## src/design/adcr_pkg.sv

```systemverilog
// Purpose: constants for the converter control register block
// Assumes: registers sit at word index * 4 on the bus
// Notes: index 0x09C is the high result byte
package adcr_pkg;
  localparam int ADCR_AW = 12;
  // register word indices
  localparam logic [9:0] IDX_RES_LOW = 10'h09B;
  localparam logic [9:0] IDX_RES_HIGH = 10'h09C;
  localparam logic [9:0] IDX_CTRL0 = 10'h09D;
  localparam logic [9:0] IDX_CTRL1 = 10'h09E;
  localparam logic [9:0] IDX_TRIG = 10'h09F;
  localparam logic [9:0] IDX_INT_STAT = 10'h0A0;
  localparam logic [9:0] IDX_INT_MASK = 10'h0A1;
  // field positions
  localparam int CTRL0_ON_BIT = 0;
  localparam int CTRL0_GO_BIT = 1;
  localparam int CTRL0_CHAN_LSB = 2;
  localparam int CTRL1_REF_LSB = 0;
  localparam int CTRL1_CS_LSB = 4;
  localparam int CTRL1_FORMAT_BIT = 7;
  localparam int INT_DONE_BIT = 0;
  localparam int INT_OVR_BIT = 1;
  // reset values
  localparam logic [7:0] CTRL0_RST = 8'h00;
  localparam logic [7:0] CTRL1_RST = 8'h00;
  localparam logic [7:0] TRIG_RST = 8'h00;
  localparam logic [7:0] INT_MASK_RST = 8'h00;
  localparam logic [15:0] RESULT_RST = 16'h0000;
  // conversion clock codes
  localparam logic [2:0] CS_OSC_2 = 3'h0;
  localparam logic [2:0] CS_OSC_8 = 3'h1;
  localparam logic [2:0] CS_OSC_32 = 3'h2;
  localparam logic [2:0] CS_RC_A = 3'h3;
  localparam logic [2:0] CS_OSC_4 = 3'h4;
  localparam logic [2:0] CS_OSC_16 = 3'h5;
  localparam logic [2:0] CS_OSC_64 = 3'h6;
  localparam logic [2:0] CS_RC_B = 3'h7;
  // positive reference codes
  localparam logic [1:0] REF_SUPPLY = 2'h0;
  localparam logic [1:0] REF_RSVD = 2'h1;
  localparam logic [1:0] REF_EXT_PIN = 2'h2;
  localparam logic [1:0] REF_FIXED = 2'h3;
  // channel codes beyond the port pins
  localparam logic [5:0] CHAN_GROUND = 6'h1B;
  localparam logic [5:0] CHAN_FIXED_REF = 6'h1E;
  // trigger codes
  localparam logic [3:0] TRG_OFF = 4'h0;
  localparam logic [3:0] TRG_LAST_SRC = 4'h9;
  localparam logic [3:0] TRG_RES_READ = 4'hD;
  localparam int TRG_SRCS = 9;
  typedef enum logic [1:0] {ST_IDLE, ST_START, ST_CONV} adcr_state_e;
endpackage
```

## src/design/adcr_clk_if.sv

```systemverilog
// Purpose: conversion clock request and tick between control and divider
// Assumes: both ends on pclk
// Notes: tick is a one-cycle enable
`timescale 1ns/100ps
`default_nettype none
interface adcr_clk_if;
  logic [2:0] clk_sel;
  logic run;
  logic tick;
  modport ctl (output clk_sel, output run, input tick);
  modport div (input clk_sel, input run, output tick);
endinterface
`default_nettype wire

```

## src/design/adcr_clk_div.sv

```systemverilog
// Purpose: conversion clock enable from pclk divider or the dedicated rc clock
// Assumes: rc clock is slow against pclk
// Notes: tick only in the cycle after run was high
`timescale 1ns/100ps
`default_nettype none
module adcr_clk_div import adcr_pkg::*; (
  // clock and reset
  input wire logic pclk,
  input wire logic presetn,
  // dedicated rc clock pin
  input wire logic dedicated_rc_clock,
  // control side
  adcr_clk_if.div cif
);
  logic [5:0] cnt_reg;
  logic [2:0] rc_sync_reg;
  logic rc_level_reg;
  logic tick_reg;
  logic is_rc;
  logic [5:0] last;

  function automatic logic [5:0] div_last(input logic [2:0] sel);
    case (sel)
      CS_OSC_2: div_last = 6'h01;
      CS_OSC_4: div_last = 6'h03;
      CS_OSC_8: div_last = 6'h07;
      CS_OSC_16: div_last = 6'h0F;
      CS_OSC_32: div_last = 6'h1F;
      CS_OSC_64: div_last = 6'h3F;
      default: div_last = 6'h00;
    endcase
  endfunction

  assign is_rc = (cif.clk_sel == CS_RC_A) || (cif.clk_sel == CS_RC_B);
  assign last = div_last(cif.clk_sel);
  assign cif.tick = tick_reg;

  always_ff @(posedge pclk or negedge presetn) begin
    if (!presetn) begin
      rc_sync_reg <= 3'h0;
      rc_level_reg <= 1'b0;
    end else begin
      rc_sync_reg <= {rc_sync_reg[1:0], dedicated_rc_clock};
      if (rc_sync_reg[2] == rc_sync_reg[1]) begin
        rc_level_reg <= rc_sync_reg[1];
      end
    end
  end

  always_ff @(posedge pclk or negedge presetn) begin
    if (!presetn) begin
      cnt_reg <= 6'h00;
      tick_reg <= 1'b0;
    end else if (!cif.run) begin
      cnt_reg <= 6'h00;
      tick_reg <= 1'b0;
    end else if (is_rc) begin
      tick_reg <= (rc_sync_reg[2] == rc_sync_reg[1]) && rc_sync_reg[1] && !rc_level_reg;
    end else if (cnt_reg >= last) begin
      cnt_reg <= 6'h00;
      tick_reg <= 1'b1;
    end else begin
      cnt_reg <= cnt_reg + 6'h01;
      tick_reg <= 1'b0;
    end
  end

  chk_div_by_two: assert property (@(posedge pclk) disable iff (!presetn)
    (tick_reg && cif.run && cif.clk_sel == CS_OSC_2) ##1 (cif.run && cif.clk_sel == CS_OSC_2)
    |-> !tick_reg ##1 (tick_reg || !cif.run || cif.clk_sel != CS_OSC_2))
    else $error("divide by two tick spacing wrong");
endmodule
`default_nettype wire

```

## src/design/adcr_ctrl.sv

```systemverilog
// Purpose: control, trigger and result registers of a 10-bit converter
// Assumes: analog core runs on pclk and pulses conv_done with data
// Notes: registers on apb at word index * 4, one wait state per access
//
// The APB slave port was left to the implementer.
`timescale 1ns/100ps
`default_nettype none
//
// Overview of operation
// - six-bit channel field picks pin, fixed reference buffer or ground
// - writing go starts a conversion; go reads one while converting
// - hardware clears go when conversion ends; zero means idle
// - enable bit on powers the converter; off disables it
// - format set: result right-justified, top six bits zero
// - format clear: result left-justified, bottom six bits zero
// - three-bit clock field picks oscillator divisor or rc clock
// - two-bit reference field picks supply, external pin or fixed reference
// - four-bit trigger field picks auto-conversion source, zero disables
// - trigger code 1101: reading the high result byte triggers
// - result is two separately addressed bytes, high and low
// - rising edge on selected trigger sets go by hardware
// - completion clears go, sets done flag, stores the result
module adcr_ctrl import adcr_pkg::*; #(
  parameter int TRIG_N = TRG_SRCS
) (
  // clock and reset
  input wire logic pclk,
  input wire logic presetn,
  // apb slave
  input wire logic psel,
  input wire logic penable,
  input wire logic pwrite,
  input wire logic [ADCR_AW-1:0] paddr,
  input wire logic [31:0] pwdata,
  input wire logic [3:0] pstrb,
  output logic pready,
  output logic [31:0] prdata,
  output logic pslverr,
  // trigger sources and rc clock pin
  input wire logic [TRIG_N-1:0] trigger_in,
  input wire logic dedicated_rc_clock,
  // analog core
  output logic conv_enable,
  output logic [5:0] conv_channel,
  output logic conv_channel_valid,
  output logic [1:0] conv_ref_sel,
  output logic conv_ref_valid,
  output logic conv_start,
  output logic conv_clk_tick,
  input wire logic conv_done,
  input wire logic [9:0] conv_data,
  // interrupt
  output logic irq
);
  adcr_clk_if cif ();
  adcr_state_e state_reg;
  logic [7:0] ctrl0_reg;
  logic [7:0] ctrl1_reg;
  logic [3:0] trig_sel_reg;
  logic [15:0] result_reg;
  logic [7:0] int_stat_reg;
  logic [7:0] int_mask_reg;
  logic ack_reg;
  logic [31:0] prdata_reg;
  logic slverr_reg;
  logic [TRIG_N-1:0] s1_reg;
  logic [TRIG_N-1:0] s2_reg;
  logic [TRIG_N-1:0] s3_reg;
  logic [TRIG_N-1:0] filt_reg;
  logic [TRIG_N-1:0] edge_reg;
  logic [9:0] idx;
  logic hit;
  logic acc_done;
  logic wr_en;
  logic rd_done;
  logic on_bit;
  logic go_bit;
  logic [5:0] input_channel_select;
  logic result_format_select;
  logic sw_start;
  logic hw_trig;
  logic sel_edge;
  logic res_read_trig;
  logic start_req;
  logic abort;
  logic done_evt;
  logic ovr_evt;
  logic [7:0] int_set;
  logic [7:0] int_clr;
  logic [7:0] rd_mux;

  function automatic logic chan_ok(input logic [5:0] c);
    case (c)
      6'h00, 6'h01, 6'h02, 6'h04, 6'h05: chan_ok = 1'b1;
      6'h0D, 6'h0E, 6'h0F: chan_ok = 1'b1;
      6'h12, 6'h13, 6'h14, 6'h15: chan_ok = 1'b1;
      CHAN_GROUND, CHAN_FIXED_REF: chan_ok = 1'b1;
      default: chan_ok = 1'b0;
    endcase
  endfunction

  function automatic logic is_reg(input logic [9:0] i, input logic [9:0] r);
    is_reg = (i == r);
  endfunction

  // bus decode
  assign idx = paddr[ADCR_AW-1:2];
  assign hit = (paddr[1:0] == 2'h0) && (is_reg(idx, IDX_RES_LOW) || is_reg(idx, IDX_RES_HIGH)
    || is_reg(idx, IDX_CTRL0) || is_reg(idx, IDX_CTRL1) || is_reg(idx, IDX_TRIG)
    || is_reg(idx, IDX_INT_STAT) || is_reg(idx, IDX_INT_MASK));
  assign acc_done = psel && penable && ack_reg;
  assign wr_en = acc_done && pwrite && hit && pstrb[0];
  assign rd_done = acc_done && !pwrite && hit;
  assign pready = acc_done;
  assign prdata = prdata_reg;
  assign pslverr = acc_done && slverr_reg;

  // field views
  assign on_bit = ctrl0_reg[CTRL0_ON_BIT];
  assign go_bit = (state_reg != ST_IDLE);
  assign input_channel_select = ctrl0_reg[7:CTRL0_CHAN_LSB];
  assign result_format_select = ctrl1_reg[CTRL1_FORMAT_BIT];

  // analog side
  assign conv_enable = on_bit;
  assign conv_channel_valid = chan_ok(input_channel_select);
  assign conv_channel = conv_channel_valid ? input_channel_select : 6'h00;
  assign conv_ref_sel = ctrl1_reg[CTRL1_REF_LSB+1:CTRL1_REF_LSB];
  assign conv_ref_valid = (conv_ref_sel != REF_RSVD);
  assign conv_start = (state_reg == ST_START);
  assign conv_clk_tick = cif.tick;
  assign cif.clk_sel = ctrl1_reg[CTRL1_CS_LSB+2:CTRL1_CS_LSB];
  assign cif.run = on_bit && go_bit;

  adcr_clk_div u_div (
    .pclk(pclk),
    .presetn(presetn),
    .dedicated_rc_clock(dedicated_rc_clock),
    .cif(cif)
  );

  // apb one wait state, registered read data
  always_ff @(posedge pclk or negedge presetn) begin
    if (!presetn) begin
      ack_reg <= 1'b0;
      prdata_reg <= 32'h0000_0000;
      slverr_reg <= 1'b0;
    end else begin
      ack_reg <= psel && penable && !ack_reg;
      if (psel && penable && !ack_reg) begin
        prdata_reg <= {24'h00_0000, rd_mux};
        slverr_reg <= !hit;
      end
    end
  end

  always_comb begin
    rd_mux = 8'h00;
    if (hit && !pwrite) begin
      case (idx)
        IDX_RES_LOW: rd_mux = result_reg[7:0];
        IDX_RES_HIGH: rd_mux = result_reg[15:8];
        IDX_CTRL0: rd_mux = {input_channel_select, go_bit, on_bit};
        IDX_CTRL1: rd_mux = ctrl1_reg;
        IDX_TRIG: rd_mux = {4'h0, trig_sel_reg};
        IDX_INT_STAT: rd_mux = int_stat_reg;
        IDX_INT_MASK: rd_mux = int_mask_reg;
        default: rd_mux = 8'h00;
      endcase
    end
  end

  // trigger pins: three stages, change counts once stages two and three agree
  always_ff @(posedge pclk or negedge presetn) begin
    if (!presetn) begin
      s1_reg <= '0;
      s2_reg <= '0;
      s3_reg <= '0;
    end else begin
      s1_reg <= trigger_in;
      s2_reg <= s1_reg;
      s3_reg <= s2_reg;
    end
  end

  genvar g;
  generate
    for (g = 0; g < TRIG_N; g++) begin : g_trig
      always_ff @(posedge pclk or negedge presetn) begin
        if (!presetn) begin
          filt_reg[g] <= 1'b0;
          edge_reg[g] <= 1'b0;
        end else begin
          if (s2_reg[g] == s3_reg[g]) begin
            filt_reg[g] <= s3_reg[g];
          end
          edge_reg[g] <= (s2_reg[g] == s3_reg[g]) && s3_reg[g] && !filt_reg[g];
        end
      end
    end
  endgenerate

  // start and abort conditions
  always_comb begin
    sel_edge = 1'b0;
    if (trig_sel_reg != TRG_OFF && trig_sel_reg <= TRG_LAST_SRC) begin
      sel_edge = edge_reg[trig_sel_reg - 4'h1];
    end
  end

  assign res_read_trig = rd_done && is_reg(idx, IDX_RES_HIGH) && (trig_sel_reg == TRG_RES_READ);
  assign hw_trig = on_bit && (sel_edge || res_read_trig);
  // go in the same write that turns the converter on is not honoured
  assign sw_start = wr_en && is_reg(idx, IDX_CTRL0) && pwdata[CTRL0_GO_BIT]
    && pwdata[CTRL0_ON_BIT] && on_bit;
  assign start_req = sw_start || hw_trig;
  assign abort = (state_reg != ST_IDLE) && wr_en && is_reg(idx, IDX_CTRL0)
    && (!pwdata[CTRL0_ON_BIT] || !pwdata[CTRL0_GO_BIT]);
  assign done_evt = (state_reg == ST_CONV) && conv_done && !abort;
  assign ovr_evt = hw_trig && (state_reg != ST_IDLE);

  // conversion sequence
  always_ff @(posedge pclk or negedge presetn) begin
    if (!presetn) begin
      state_reg <= ST_IDLE;
    end else begin
      case (state_reg)
        ST_IDLE: begin
          if (start_req) begin
            state_reg <= ST_START;
          end
        end
        ST_START: begin
          state_reg <= abort ? ST_IDLE : ST_CONV;
        end
        ST_CONV: begin
          if (abort || conv_done) begin
            state_reg <= ST_IDLE;
          end
        end
        default: state_reg <= ST_IDLE;
      endcase
    end
  end

  // control registers
  always_ff @(posedge pclk or negedge presetn) begin
    if (!presetn) begin
      ctrl0_reg <= CTRL0_RST;
      ctrl1_reg <= CTRL1_RST;
      trig_sel_reg <= TRIG_RST[3:0];
      int_mask_reg <= INT_MASK_RST;
    end else if (wr_en) begin
      if (is_reg(idx, IDX_CTRL0)) begin
        ctrl0_reg <= {pwdata[7:CTRL0_CHAN_LSB], 1'b0, pwdata[CTRL0_ON_BIT]};
      end
      if (is_reg(idx, IDX_CTRL1)) begin
        ctrl1_reg <= {pwdata[7:4], 2'h0, pwdata[1:0]};
      end
      if (is_reg(idx, IDX_TRIG)) begin
        trig_sel_reg <= pwdata[3:0];
      end
      if (is_reg(idx, IDX_INT_MASK)) begin
        int_mask_reg <= pwdata[7:0];
      end
    end
  end

  // result: completion wins over a software byte write
  always_ff @(posedge pclk or negedge presetn) begin
    if (!presetn) begin
      result_reg <= RESULT_RST;
    end else if (done_evt) begin
      if (result_format_select) begin
        result_reg <= {6'h00, conv_data};
      end else begin
        result_reg <= {conv_data, 6'h00};
      end
    end else if (wr_en && is_reg(idx, IDX_RES_LOW)) begin
      result_reg[7:0] <= pwdata[7:0];
    end else if (wr_en && is_reg(idx, IDX_RES_HIGH)) begin
      result_reg[15:8] <= pwdata[7:0];
    end
  end

  // sticky status, write one to clear, set wins
  always_comb begin
    int_set = 8'h00;
    int_set[INT_DONE_BIT] = done_evt;
    int_set[INT_OVR_BIT] = ovr_evt;
    int_clr = (wr_en && is_reg(idx, IDX_INT_STAT)) ? pwdata[7:0] : 8'h00;
  end

  always_ff @(posedge pclk or negedge presetn) begin
    if (!presetn) begin
      int_stat_reg <= 8'h00;
    end else begin
      int_stat_reg <= (int_stat_reg & ~int_clr) | int_set;
    end
  end

  assign irq = |(int_stat_reg & int_mask_reg);

  chk_sw_go_start: assert property (@(posedge pclk) disable iff (!presetn)
    (sw_start && state_reg == ST_IDLE) |=> (go_bit && conv_start) ##1 (go_bit && !conv_start))
    else $error("software go did not start a conversion");

  chk_go_cleared: assert property (@(posedge pclk) disable iff (!presetn)
    (state_reg == ST_CONV && conv_done) |=> !go_bit && !conv_start)
    else $error("go not cleared at completion");

  chk_done_flag: assert property (@(posedge pclk) disable iff (!presetn)
    done_evt |=> int_stat_reg[INT_DONE_BIT])
    else $error("done flag not set at completion");

  chk_off_idle: assert property (@(posedge pclk) disable iff (!presetn)
    (!on_bit && state_reg == ST_IDLE) |=> !go_bit)
    else $error("conversion started while converter off");

  chk_right_just: assert property (@(posedge pclk) disable iff (!presetn)
    (done_evt && result_format_select) |=> result_reg == {6'h00, $past(conv_data)})
    else $error("right justified result wrong");

  chk_left_just: assert property (@(posedge pclk) disable iff (!presetn)
    (done_evt && !result_format_select) |=> result_reg == {$past(conv_data), 6'h00})
    else $error("left justified result wrong");

  chk_read_trigger: assert property (@(posedge pclk) disable iff (!presetn)
    (res_read_trig && on_bit && state_reg == ST_IDLE) |=> conv_start)
    else $error("high byte read did not trigger");

  chk_edge_trigger: assert property (@(posedge pclk) disable iff (!presetn)
    (sel_edge && on_bit && state_reg == ST_IDLE) |=> go_bit ##1 go_bit)
    else $error("trigger edge did not set go");

  chk_rsvd_channel: assert property (@(posedge pclk) disable iff (!presetn)
    !chan_ok(input_channel_select) |-> !conv_channel_valid && conv_channel == 6'h00)
    else $error("reserved channel connected an input");

  chk_enable_go: assert property (@(posedge pclk) disable iff (!presetn)
    (wr_en && is_reg(idx, IDX_CTRL0) && !on_bit && state_reg == ST_IDLE && !hw_trig) |=> !go_bit)
    else $error("go honoured in enabling write");

  chk_irq_level: assert property (@(posedge pclk) disable iff (!presetn)
    (done_evt && int_mask_reg[INT_DONE_BIT] && !(wr_en && is_reg(idx, IDX_INT_MASK))) |=> irq)
    else $error("interrupt output wrong");
endmodule
`default_nettype wire

```

## config.mk

```make
export PLATFORM = sky130hd
export DESIGN_NAME = adcr_ctrl
export DESIGN_NICKNAME = d
export VERILOG_FILES = /design/src/design/adcr_pkg.sv /design/src/design/adcr_clk_if.sv /design/src/design/adcr_clk_div.sv /design/src/design/adcr_ctrl.sv
export SDC_FILE = /design/constraint.sdc
export NUM_CORES = 1
export LEC_CHECK = 0
export BUFFER_PORTS_ARGS = -buffer_cell sky130_fd_sc_hd__buf_2
export CORE_MARGIN = 4
export CORE_UTILIZATION = 59
export DETAILED_ROUTE_END_ITERATION = 16
export GPL_ROUTABILITY_DRIVEN = 1
export PLACE_DENSITY_LB_ADDON = 0.1
export SETUP_SLACK_MARGIN = 0.4
export SLEW_MARGIN = 20
export SYNTH_ARGS = -nofsm -noshare
export SYNTH_HDL_FRONTEND = slang
export SYNTH_SLANG_ARGS = --single-unit
```

## constraint.sdc

```tcl
create_clock -name pclk -period 4.8 [get_ports pclk]
set_input_delay 0.72 -clock pclk [delete_from_list [all_inputs] [get_ports pclk]]
set_output_delay 0.72 -clock pclk [all_outputs]
set_load 0.01 [all_outputs]
```

==> reports/qor.csv, run 1 <==
stage;metric;value;unit
timing;max-slew violations;0;
logic_synthesis;Mapped Avg Cell Area;11.5;µm²
timing;setup TNS;0;ps
outcome;status;complete, no violations;
power_and_ir_drop;Seq pwr share;43.3;%
power_and_ir_drop;clock power share;51.8;%
final_layout;fin nets;666;
timing;worst rel slew slack;49.4;%
final_layout;most common cell after layout, fill and taps aside;dfrtp_1;
die;Die Ht;108;µm
clock_tree;clock buffer depth;2;
clock_tree;postcts setup bufs;0;
critical_path;Worst EP required;4080;ps
hold_path;worst hold path class;input pin to async pin;
logic_synthesis;register area share after synthesis;49.9;%
final_layout;max reg flops;16;
routing;vias per cell;5.73;
logic_synthesis;top_reg_cell synth;dfrtp_1;
grt;Top Usage Layer GRT;met2;
logic_synthesis;Async S/R FF share, synth;100;%
timing;Max Clock Skew;7.31;ps
grt;largest net degree at the start of global routing;84;
grt;Overflow after GRT;0;
placement;PortBufs;69;
routing;total number of vias;4119;
grt;met3 Usage GRT;5.82;%
placement;DP HPWL;9.04;mm
timing;unrepaired setup endpoints after global routing;false;
logic_synthesis;Yosys Warn Count;0;
clock_tree;CTS tree;done;
die;Ports;122;
clock_tree;CTS resizes;0;
grt;GR Util met1;32.9;%
routing;antenna-violating nets left;0;
critical_path;crit start category;register;
logic_synthesis;top cell type's share of synthesized area;49.9;%
logic_synthesis;largest area contributor in the netlist;dfrtp_1;
logic_synthesis;number of synthesized flops with an enable pin;0;
critical_path;Setup crit end kind;output pin;
routing;WL per Instance;18.0;µm
grt;met2 Use GR;37.2;%
clock_tree;H-tree levels;4;
final_layout;Synth-to-Final Area Change;15.0;%
grt;first-pass GRT wire length;21.4;mm
routing;final WL;12.9;mm
grt;antenna violations before repair;0;
timing;Period minus WS final;2710;ps
power_and_ir_drop;Pwr Density;354;mW/mm²
die;core area;0.00973;mm²
routing;Iteration-0 DRC Markers;280;
logic_synthesis;Seq cells post-synth;117;
critical_path;worst r2r path cells;9;
final_layout;most frequent cells in the layout;117 x dfrtp_1, 68 x buf_2, 32 x nand2_1, 32 x mux2i_1, 27 x mux2_2;
critical_path;Worst Path Max Fanout;11;
power_and_ir_drop;Int Pwr;1.81;mW
die;Die Area;0.0116;mm²
power_and_ir_drop;Leak;3.23;nW
routing;Post-route DRC;0;
clock_tree;hold_buf cts;0;
die;row cnt;36;
logic_synthesis;Synth Cell Area;0.00587;mm²
timing;Fmax achieved;369;MHz
job;Max Cap Viol;0;
timing;crit share post-route;56.4;%
clock_tree;clock slew at reported path FFs;60;ps
critical_path;Slowest-stage cell, CP;dfrtp_1;
clock_tree;clk_lat worst skew;520;ps
routing;First-pass DRT Iterations;7;
timing;final setup vio count;0;
power_and_ir_drop;Net Sw Frac;24.1;%
timing;Fin. Hold Viols;0;
logic_synthesis;Unique masters post-synth;66;
power_and_ir_drop;combinational power share;4.9;%
power_and_ir_drop;Net Sw Power;575;µW
final_layout;layout cell share with drive strength beyond 1;27.3;%
critical_path;WS Path Type;register to output pin;
die;Die X;108;µm
critical_path;Worst path max stage delay;550;ps
final_layout;number of diodes;0;
die;Initial Util;60.3;%
timing;Worst Max-Slew Pin Slew;759;ps
clock_tree;CTS Buf Count;17;
critical_path;CP cell instances;a21oi_1 > a211oi_1 > and3_1 > buf_2;
power_and_ir_drop;Final Power;2.39;mW
grt;number of global-route vias before repair;4130;
placement;gp weighted congestion;0.849;
critical_path;WP data arrival;1990;ps
clock_tree;CTS Root Cell;clkbuf_8;
power_and_ir_drop;worst IR drop on VDD;269;µV
grt;GRT Total Usage;24.1;%
clock_tree;clock sinks;117;
logic_synthesis;Post-Synthesis Cells;511;
logic_synthesis;Synth area leaders;dfrtp_1 50%, mux2i_1 5.5%, mux2_2 5.2%;
==> worst paths after layout <==
check                                    from               end  slack (ps)
worst min register to register      s1_reg[6]         s2_reg[6]         350
worst max-delay path             ctrl0_reg[4]   conv_channel[3]        2090
max in group asynchronous             presetn       filt_reg[1]        3680
worst min-delay path                  presetn      ctrl1_reg[5]         210
worst max register to register   ctrl1_reg[5]  u_div.cnt_reg[5]        2120
min in group pclk               trigger_in[6]         s1_reg[6]         300
==> stage by stage <==
step / instance area, µm² / setup WS (ps) / hold slack [ps] / std cells / utilization, %
3_5_place_dp: 6160 / 1910 / 336 / 687 / 63.3
4_1_cts: 6750 / 2100 / 289 / 719 / 69.3
6_report: 6750 / 2090 / 208 / 719 / 69.4
5_1_grt: 6750 / 1890 / 279 / 719 / 69.4
2_1_floorplan: 5960 / 2540 / 331 / 535 / -
3_3_place_gp: 6160 / 1950 / 332 / 687 / 63.3
==> critical path, delay by kind of cell, from the launching register on <==
family | cells | cell delay [ps]
buffers and inverters | 1 | 130
AO/OA/AOI/OAI | 2 | 560
AND/OR/NAND/NOR | 1 | 230
flip-flops | 1 | 550
==> final cells by class <==
cell class              count  area [µm²]
fillers                   746        2980
flip-flops and latches    117        2930
multi-input cells         354        2660
clock buffers              17         414
repair buffers             72         374
clock inverters            15         170
well taps                 133         166
inverters                  11        41.3
==> power by group through the flow <==
| stage | Combinational [mW] | Clock, mW | Sequential [mW] |
|---|---|---|---|
| 4_1_cts | 0.119 | 1.25 | 1.03 |
| 2_1_floorplan | 0.0750 | 0 | 1.05 |
| 3_3_place_gp | 0.114 | 0 | 1.05 |
| 3_5_place_dp | 0.118 | 0 | 1.05 |
| 6_report | 0.118 | 1.24 | 1.03 |
| 5_1_grt | 0.133 | 1.31 | 1.04 |
==> synthesized netlist by cell type (all sizes together), types with 3 or more instances <==
| cell | n |
|---|---|
| dfrtp | 117 |
| buf | 44 |
| mux2 | 33 |
| nand2 | 33 |
| o21ai | 33 |
| mux2i | 32 |
| nor2 | 21 |
| ha | 19 |
| nor2b | 17 |
| a21oi | 15 |
| nand3 | 15 |
| inv | 11 |
| a22oi | 10 |
| nand3b | 10 |
| clkbuf | 9 |
| and3 | 8 |
| a21boi | 7 |
| and2 | 6 |
| nor3b | 6 |
| o22ai | 6 |
| nand4 | 5 |
| nor4 | 5 |
| a211o | 4 |
| a21o | 4 |
| a211oi | 3 |
| mux4 | 3 |
| nor3 | 3 |
| nor4b | 3 |
| or3 | 3 |
==> kinds of logic (layout without fill, tap and decap cells) <==
kind of cell	Yosys count	after routing	share of synthesized area, %
buf+inv	64	115	6.44
compound gates	97	97	11.0
fa+ha+maj	19	19	4.05
simple gates	142	142	14.9
xor+xnor	3	3	0.448
mux	68	68	13.3
other cells	1	25	0.0639
flops	117	117	49.9
==> routing by layer <==
| layer | part of all wire, % | up-vias |
|---|---|---|
| met5 | 0 | - |
| met4 | 2.8 | 0 |
| met3 | 6.0 | 32 |
| met2 | 48 | 141 |
| met1 | 44 | 2040 |
| li1 | - | 1906 |
Power figures use the tool's default switching activity.
==> inputs of run 2 (changes only) <==
--- a/config.mk
+++ b/config.mk
@@ -7,7 +7,7 @@
 export LEC_CHECK = 0
 export BUFFER_PORTS_ARGS = -buffer_cell sky130_fd_sc_hd__buf_2
 export CORE_MARGIN = 4
-export CORE_UTILIZATION = 59
+export CORE_UTILIZATION = 50
 export DETAILED_ROUTE_END_ITERATION = 16
 export GPL_ROUTABILITY_DRIVEN = 1
 export PLACE_DENSITY_LB_ADDON = 0.1
==> constraint.sdc (replaced) <==
create_clock -name pclk -period 2.4 [get_ports pclk]
set_input_delay 0.36 -clock pclk [delete_from_list [all_inputs] [get_ports pclk]]
set_output_delay 0.36 -clock pclk [all_outputs]
set_load 0.01 [all_outputs]
==> run 2 against run 1 <==
Against the previous run: critical path type is now register to register; design area is 5.3% higher; utilization is 7.4 points lower; die area is 17% higher.
==> reports/qor.csv, run 2 (synthesis results as in run 1) <==
stage;metric;value;unit
outcome;status;complete, no violations;
timing;Max Clock Skew;4.67;ps
die;Ports;122;
timing;Period minus WS final;2100;ps
timing;worst rel slew slack;60.6;%
routing;WL per Instance;18.1;µm
critical_path;Worst EP required;2750;ps
grt;largest net degree at the start of global routing;64;
routing;First-pass DRT Iterations;6;
clock_tree;clock slew at reported path FFs;50;ps
placement;gp weighted congestion;0.850;
final_layout;most frequent cells in the layout;112 x dfrtp_1, 68 x buf_2, 32 x mux2i_1;
power_and_ir_drop;Leak;3.36;nW
critical_path;most frequent cell on the critical path;a21o_1;
critical_path;crit start category;register;
critical_path;Worst path max stage delay;400;ps
critical_path;WP data arrival;2450;ps
clock_tree;clock sinks;117;
critical_path;Setup crit end kind;register;
grt;antenna violations before repair;0;
clock_tree;CTS Root Cell;clkbuf_16;
final_layout;Post-Layout Cell Count;747;
clock_tree;clk_lat worst skew;410;ps
routing;antenna-violating nets left;0;
power_and_ir_drop;clock power share;54.5;%
grt;first-pass GRT wire length;21.9;mm
timing;Worst Max-Slew Pin Slew;590;ps
routing;final WL;13.5;mm
timing;final setup vio count;0;
die;Die Area;0.0135;mm²
timing;crit share post-route;87.4;%
grt;met3 Usage GRT;4.92;%
placement;placed insts;706;
placement;post-placement setup slack;102;ps
clock_tree;clock buffer depth;2;
critical_path;Worst Path Max Fanout;8;
grt;met2 Use GR;34.2;%
routing;Iteration-0 DRC Markers;299;
hold_path;worst hold path class;input pin to register;
grt;GRT Total Usage;21.6;%
timing;unrepaired setup endpoints after global routing;true;
die;Die Ht;116;µm
power_and_ir_drop;Seq pwr share;40.7;%
final_layout;multi-input gate area in the final layout;0.00277;mm²
grt;Overflow after GRT;0;
routing;vias per cell;5.62;
power_and_ir_drop;Int Pwr;4.00;mW
power_and_ir_drop;worst IR drop on VDD;687;µV
power_and_ir_drop;Pwr Density;714;mW/mm²
timing;Worst Setup Slack, final;302;ps
grt;Top Usage Layer GRT;met2;
final_layout;Sequential Area;0.00293;mm²
clock_tree;CTS Buf Count;17;
final_layout;Design Area, Final;0.00711;mm²
final_layout;Fill cells;947;
power_and_ir_drop;Net Sw Frac;21.2;%
grt;number of global-route vias before repair;4157;
critical_path;family with the most delay on the worst path;simple AND/OR/NAND/NOR gates;
placement;placed standard-cell area;0.00626;mm²
final_layout;Synth-to-Final Area Change;21.0;%
timing;Fmax achieved;477;MHz
critical_path;Slowest-stage cell, CP;dfrtp_1;
placement;PortBufs;69;
critical_path;CP cell instances;or3_1 > nand2_2 > ha_4 > a21o_1 > a21oi_2 > o211ai_1 > buf_4 > nor4b_4 > a21o_1;
final_layout;layout cell share with drive strength beyond 1;33.3;%
die;core area;0.0115;mm²
die;row cnt;39;
grt;GR Util met1;29.2;%
final_layout;fin nets;685;
critical_path;CP bufs+invs;1;
timing;max-slew violations;0;
final_layout;number of diodes;0;
job;Max Cap Viol;0;
die;Initial Util;51.2;%
critical_path;WS Path Type;register to register;
timing;Fin. Hold Viols;0;
final_layout;max reg flops;16;
timing;setup TNS;0;ps
routing;Post-route DRC;0;
power_and_ir_drop;Net Sw Power;1.07;mW
clock_tree;H-tree levels;4;
power_and_ir_drop;combinational power share;4.8;%
final_layout;most common cell after layout, fill and taps aside;dfrtp_1;
clock_tree;CTS tree;done;
routing;total number of vias;4201;
timing;worst hold slack;47.7;ps
placement;DP HPWL;9.43;mm
die;Die X;116;µm
==> run 2: repair_timing <==
action                     4_1_cts  5_1_grt
hold endpoints to repair         9        0
setup endpoints to repair       13       26
pin swaps                        8       10
setup buffers                    5        4
hold buffers                     1        0
resized for setup               16       12
==> run 2: metal layers <==
| layer | up-vias | part of all wire [%] |
|---|---|---|
| met5 | - | 0 |
| met4 | 0 | 1.6 |
| met3 | 20 | 5.7 |
| met2 | 122 | 48 |
| met1 | 2099 | 44 |
| li1 | 1960 | - |
==> run 2: cell type report <==
class,instances,area share (%)
sequential,117,41.3
multi-input combinational,354,39.0
timing repair buffer,91,7.48
clock buffer,20,6.29
clock inverter,11,2.80
tap,143,2.52
inverter,11,0.652
==> run 2: worst reg2reg max path, stage by stage (launching register included) <==
cell and delay (ps):
dfrtp_1 400, or3_1 390, nand2_2 100, ha_4 200, a21o_1 170, a21oi_2 160
o211ai_1 100, buf_4 190, nor4b_4 230, a21o_1 110
==> run 2: stage by stage <==
step	total power, mW	utilization [%]
2_1_floorplan	2.24	-
3_3_place_gp	2.34	54.6
3_5_place_dp	2.34	54.6
4_1_cts	5.13	61.3
5_1_grt	5.27	62.0
6_report	5.08	62.0
==> run 2: final timing paths <==
kind / from / endpoint / slack [ps] / cells after the start
hold reg to reg: s1_reg[2] / s2_reg[2] / 350 / 0
min in group asynchronous: presetn / ack_reg / 320 / 2
hold / removal: trigger_in[4] / s1_reg[4] / 50 / 1
max in group asynchronous: presetn / s3_reg[4] / 1300 / 3
setup / recovery: ctrl1_reg[6] / u_div.cnt_reg[2] / 300 / 9
setup reg to reg: ctrl1_reg[6] / u_div.cnt_reg[2] / 300 / 9
==> run 2: power groups by stage <==
stage | clock network, mW | registers, mW | logic (mW)
detailed placement | 0 | 2.10 | 0.243
CTS | 2.81 | 2.07 | 0.247
global route | 2.92 | 2.07 | 0.276
floorplan | 0 | 2.09 | 0.150
finish | 2.77 | 2.07 | 0.243
global placement | 0 | 2.10 | 0.238
==> inputs of run 3 (changes only) <==
--- a/config.mk
+++ b/config.mk
@@ -11,6 +11,7 @@
 export DETAILED_ROUTE_END_ITERATION = 16
 export GPL_ROUTABILITY_DRIVEN = 1
 export PLACE_DENSITY_LB_ADDON = 0.1
+export RECOVER_POWER = 100
 export SETUP_SLACK_MARGIN = 0.4
 export SLEW_MARGIN = 20
 export SYNTH_ARGS = -nofsm -noshare
==> run 3 against run 2 <==
Against the previous run: die area did not move; flip-flop and latch count did not move; combinational power fell by 2%; hold slack worse by 2.8 ps; critical endpoint is now conv_channel[0]; largest power group unchanged; highest routed layer unchanged.
==> reports/qor.csv, run 3 (synthesis results as in run 1) <==
stage;metric;value;unit
outcome;status;complete, no violations;
routing;final WL;13.5;mm
placement;PortBufs;69;
routing;First-pass DRT Iterations;5;
timing;Fin. Hold Viols;0;
clock_tree;CTS Root Cell;clkbuf_16;
grt;antenna violations before repair;0;
final_layout;most frequent cells in the layout;114 x dfrtp_1, 49 x buf_2, 32 x mux2i_1;
die;Initial Util;51.2;%
routing;Iteration-0 DRC Markers;265;
clock_tree;clock slew at reported path FFs;50;ps
critical_path;Worst EP required;2040;ps
critical_path;Setup crit end kind;output pin;
final_layout;number of diodes;0;
die;Die X;116;µm
hold_path;worst hold path class;input pin to register;
final_layout;Post-Layout Cell Count;747;
placement;DP HPWL;9.43;mm
critical_path;worst r2r path cells;10;
placement;gp weighted congestion;0.850;
timing;unrepaired setup endpoints after global routing;true;
critical_path;Worst Path Max Fanout;8;
hold_path;hold path depth;1;
critical_path;WS Path Type;register to output pin;
die;row cnt;39;
timing;Worst Setup Slack, final;197;ps
critical_path;Slowest-stage cell, CP;dfrtp_1;
power_and_ir_drop;Pwr Density;724;mW/mm²
clock_tree;clk_lat worst skew;410;ps
final_layout;Synth-to-Final Area Change;19.3;%
power_and_ir_drop;Leak;3.23;nW
power_and_ir_drop;worst IR drop on VDD;689;µV
clock_tree;H-tree levels;4;
routing;vias per cell;5.59;
timing;Max Clock Skew;4.98;ps
critical_path;family with the most delay on the worst path;compound AO/OA/AOI/OAI gates;
routing;antenna-violating nets left;0;
die;Die Ht;116;µm
clock_tree;clock sinks;117;
grt;number of global-route vias before repair;4157;
routing;WL per Instance;18.1;µm
timing;worst rel slew slack;27.9;%
final_layout;fin nets;685;
timing;setup TNS;0;ps
timing;Fmax achieved;454;MHz
clock_tree;CTS tree;done;
timing;Worst Max-Slew Pin Slew;1080;ps
critical_path;Crit. path cell count;4;
grt;first-pass GRT wire length;21.9;mm
grt;largest net degree at the start of global routing;64;
die;core area;0.0115;mm²
timing;Period minus WS final;2200;ps
critical_path;Worst path max stage delay;500;ps
final_layout;max reg flops;16;
timing;crit share post-route;91.8;%
routing;total number of vias;4179;
die;Ports;122;
placement;placed insts;706;
routing;Post-route DRC;0;
grt;Overflow after GRT;0;
clock_tree;CTS Buf Count;17;
grt;GRT Total Usage;21.6;%
clock_tree;clock buffer depth;2;
critical_path;crit start category;register;
job;Max Cap Viol;0;
critical_path;CP cell instances;a21oi_1 > a211oi_1 > and3_1 > clkbuf_1;
final_layout;layout cell share with drive strength beyond 1;28.1;%
final_layout;most common cell after layout, fill and taps aside;dfrtp_1;
timing;final setup vio count;0;
die;Die Area;0.0135;mm²
critical_path;CP bufs+invs;1;
critical_path;WP data arrival;1840;ps
timing;max-slew violations;0;
placement;post-placement setup slack;102;ps
run 3: changes by cell type in the layout (fill, tap and decap cells not counted), moves of 2 or more:
cell | before | now
o21ai_0 | 10 | 31
o21ai_1 | 22 | 1
clkbuf_1 | 2 | 22
buf_2 | 68 | 49
mux2_4 | 6 | 2
a211oi_1 | 0 | 2
a211oi_2 | 3 | 1
and2_0 | 0 | 2
and2_1 | 5 | 3
buf_4 | 20 | 18
dfrtp_1 | 112 | 114
dfrtp_2 | 5 | 3
mux2_1 | 0 | 2
mux2_2 | 27 | 29
run 3: area by class of cell:
type	count	area [µm²]
fillers	974	4460
flip-flops and latches	117	2930
multi-input cells	354	2710
repair buffers	91	489
clock buffers	20	447
clock inverters	11	199
well taps	143	179
inverters	11	46.3
run 3: final timing paths:
path                       slack, ps                to          start
setup reg to reg                 250  u_div.cnt_reg[2]   ctrl1_reg[4]
max in group asynchronous        520         s3_reg[4]        presetn
hold / removal                    40         s1_reg[4]  trigger_in[4]
setup / recovery                 200   conv_channel[0]   ctrl0_reg[4]
hold reg to reg                  350         s2_reg[2]      s1_reg[2]
min in group asynchronous        440           ack_reg        presetn
run 3: worst reg2reg max path: cells and delay by family, from the launching register on:
family,cells,cell delay (ps)
flip-flops,1,440
AO/OA/AOI/OAI,4,560
adder cells (fa/ha/maj),1,280
buffers and inverters,2,240
AND/OR/NAND/NOR,3,570
run 3: what timing repair did:
action / in CTS / in global routing
hold buffers: 1 / 0
setup buffers: 5 / 4
pin swaps: 8 / 10
endpoints found under the hold margin: 9 / 0
resized for setup: 16 / 12
setup endpoints to repair: 13 / 26
run 3: where the power goes:
group	switching (mW)	internal, mW
combinational	0.148	0.0893
sequential	0.0281	2.04
clock	0.898	1.87
run 3: layer usage:
layer	track usage [%]	part of all wire, %
met3	4.92	6.5
met2	34.2	49
met5	0	0
met4	8.04	1.5
met1	29.2	43
run 3: stage by stage:
step	cell area [µm²]	util, %	power [mW]	hold slack (ps)
4_1_cts	7030	61.3	5.13	29.0
2_1_floorplan	5980	-	2.24	64.4
3_5_place_dp	6260	54.6	2.34	204
3_3_place_gp	6260	54.6	2.34	202
6_report	7000	61.1	5.07	44.9
5_1_grt	7000	61.1	5.27	23.1
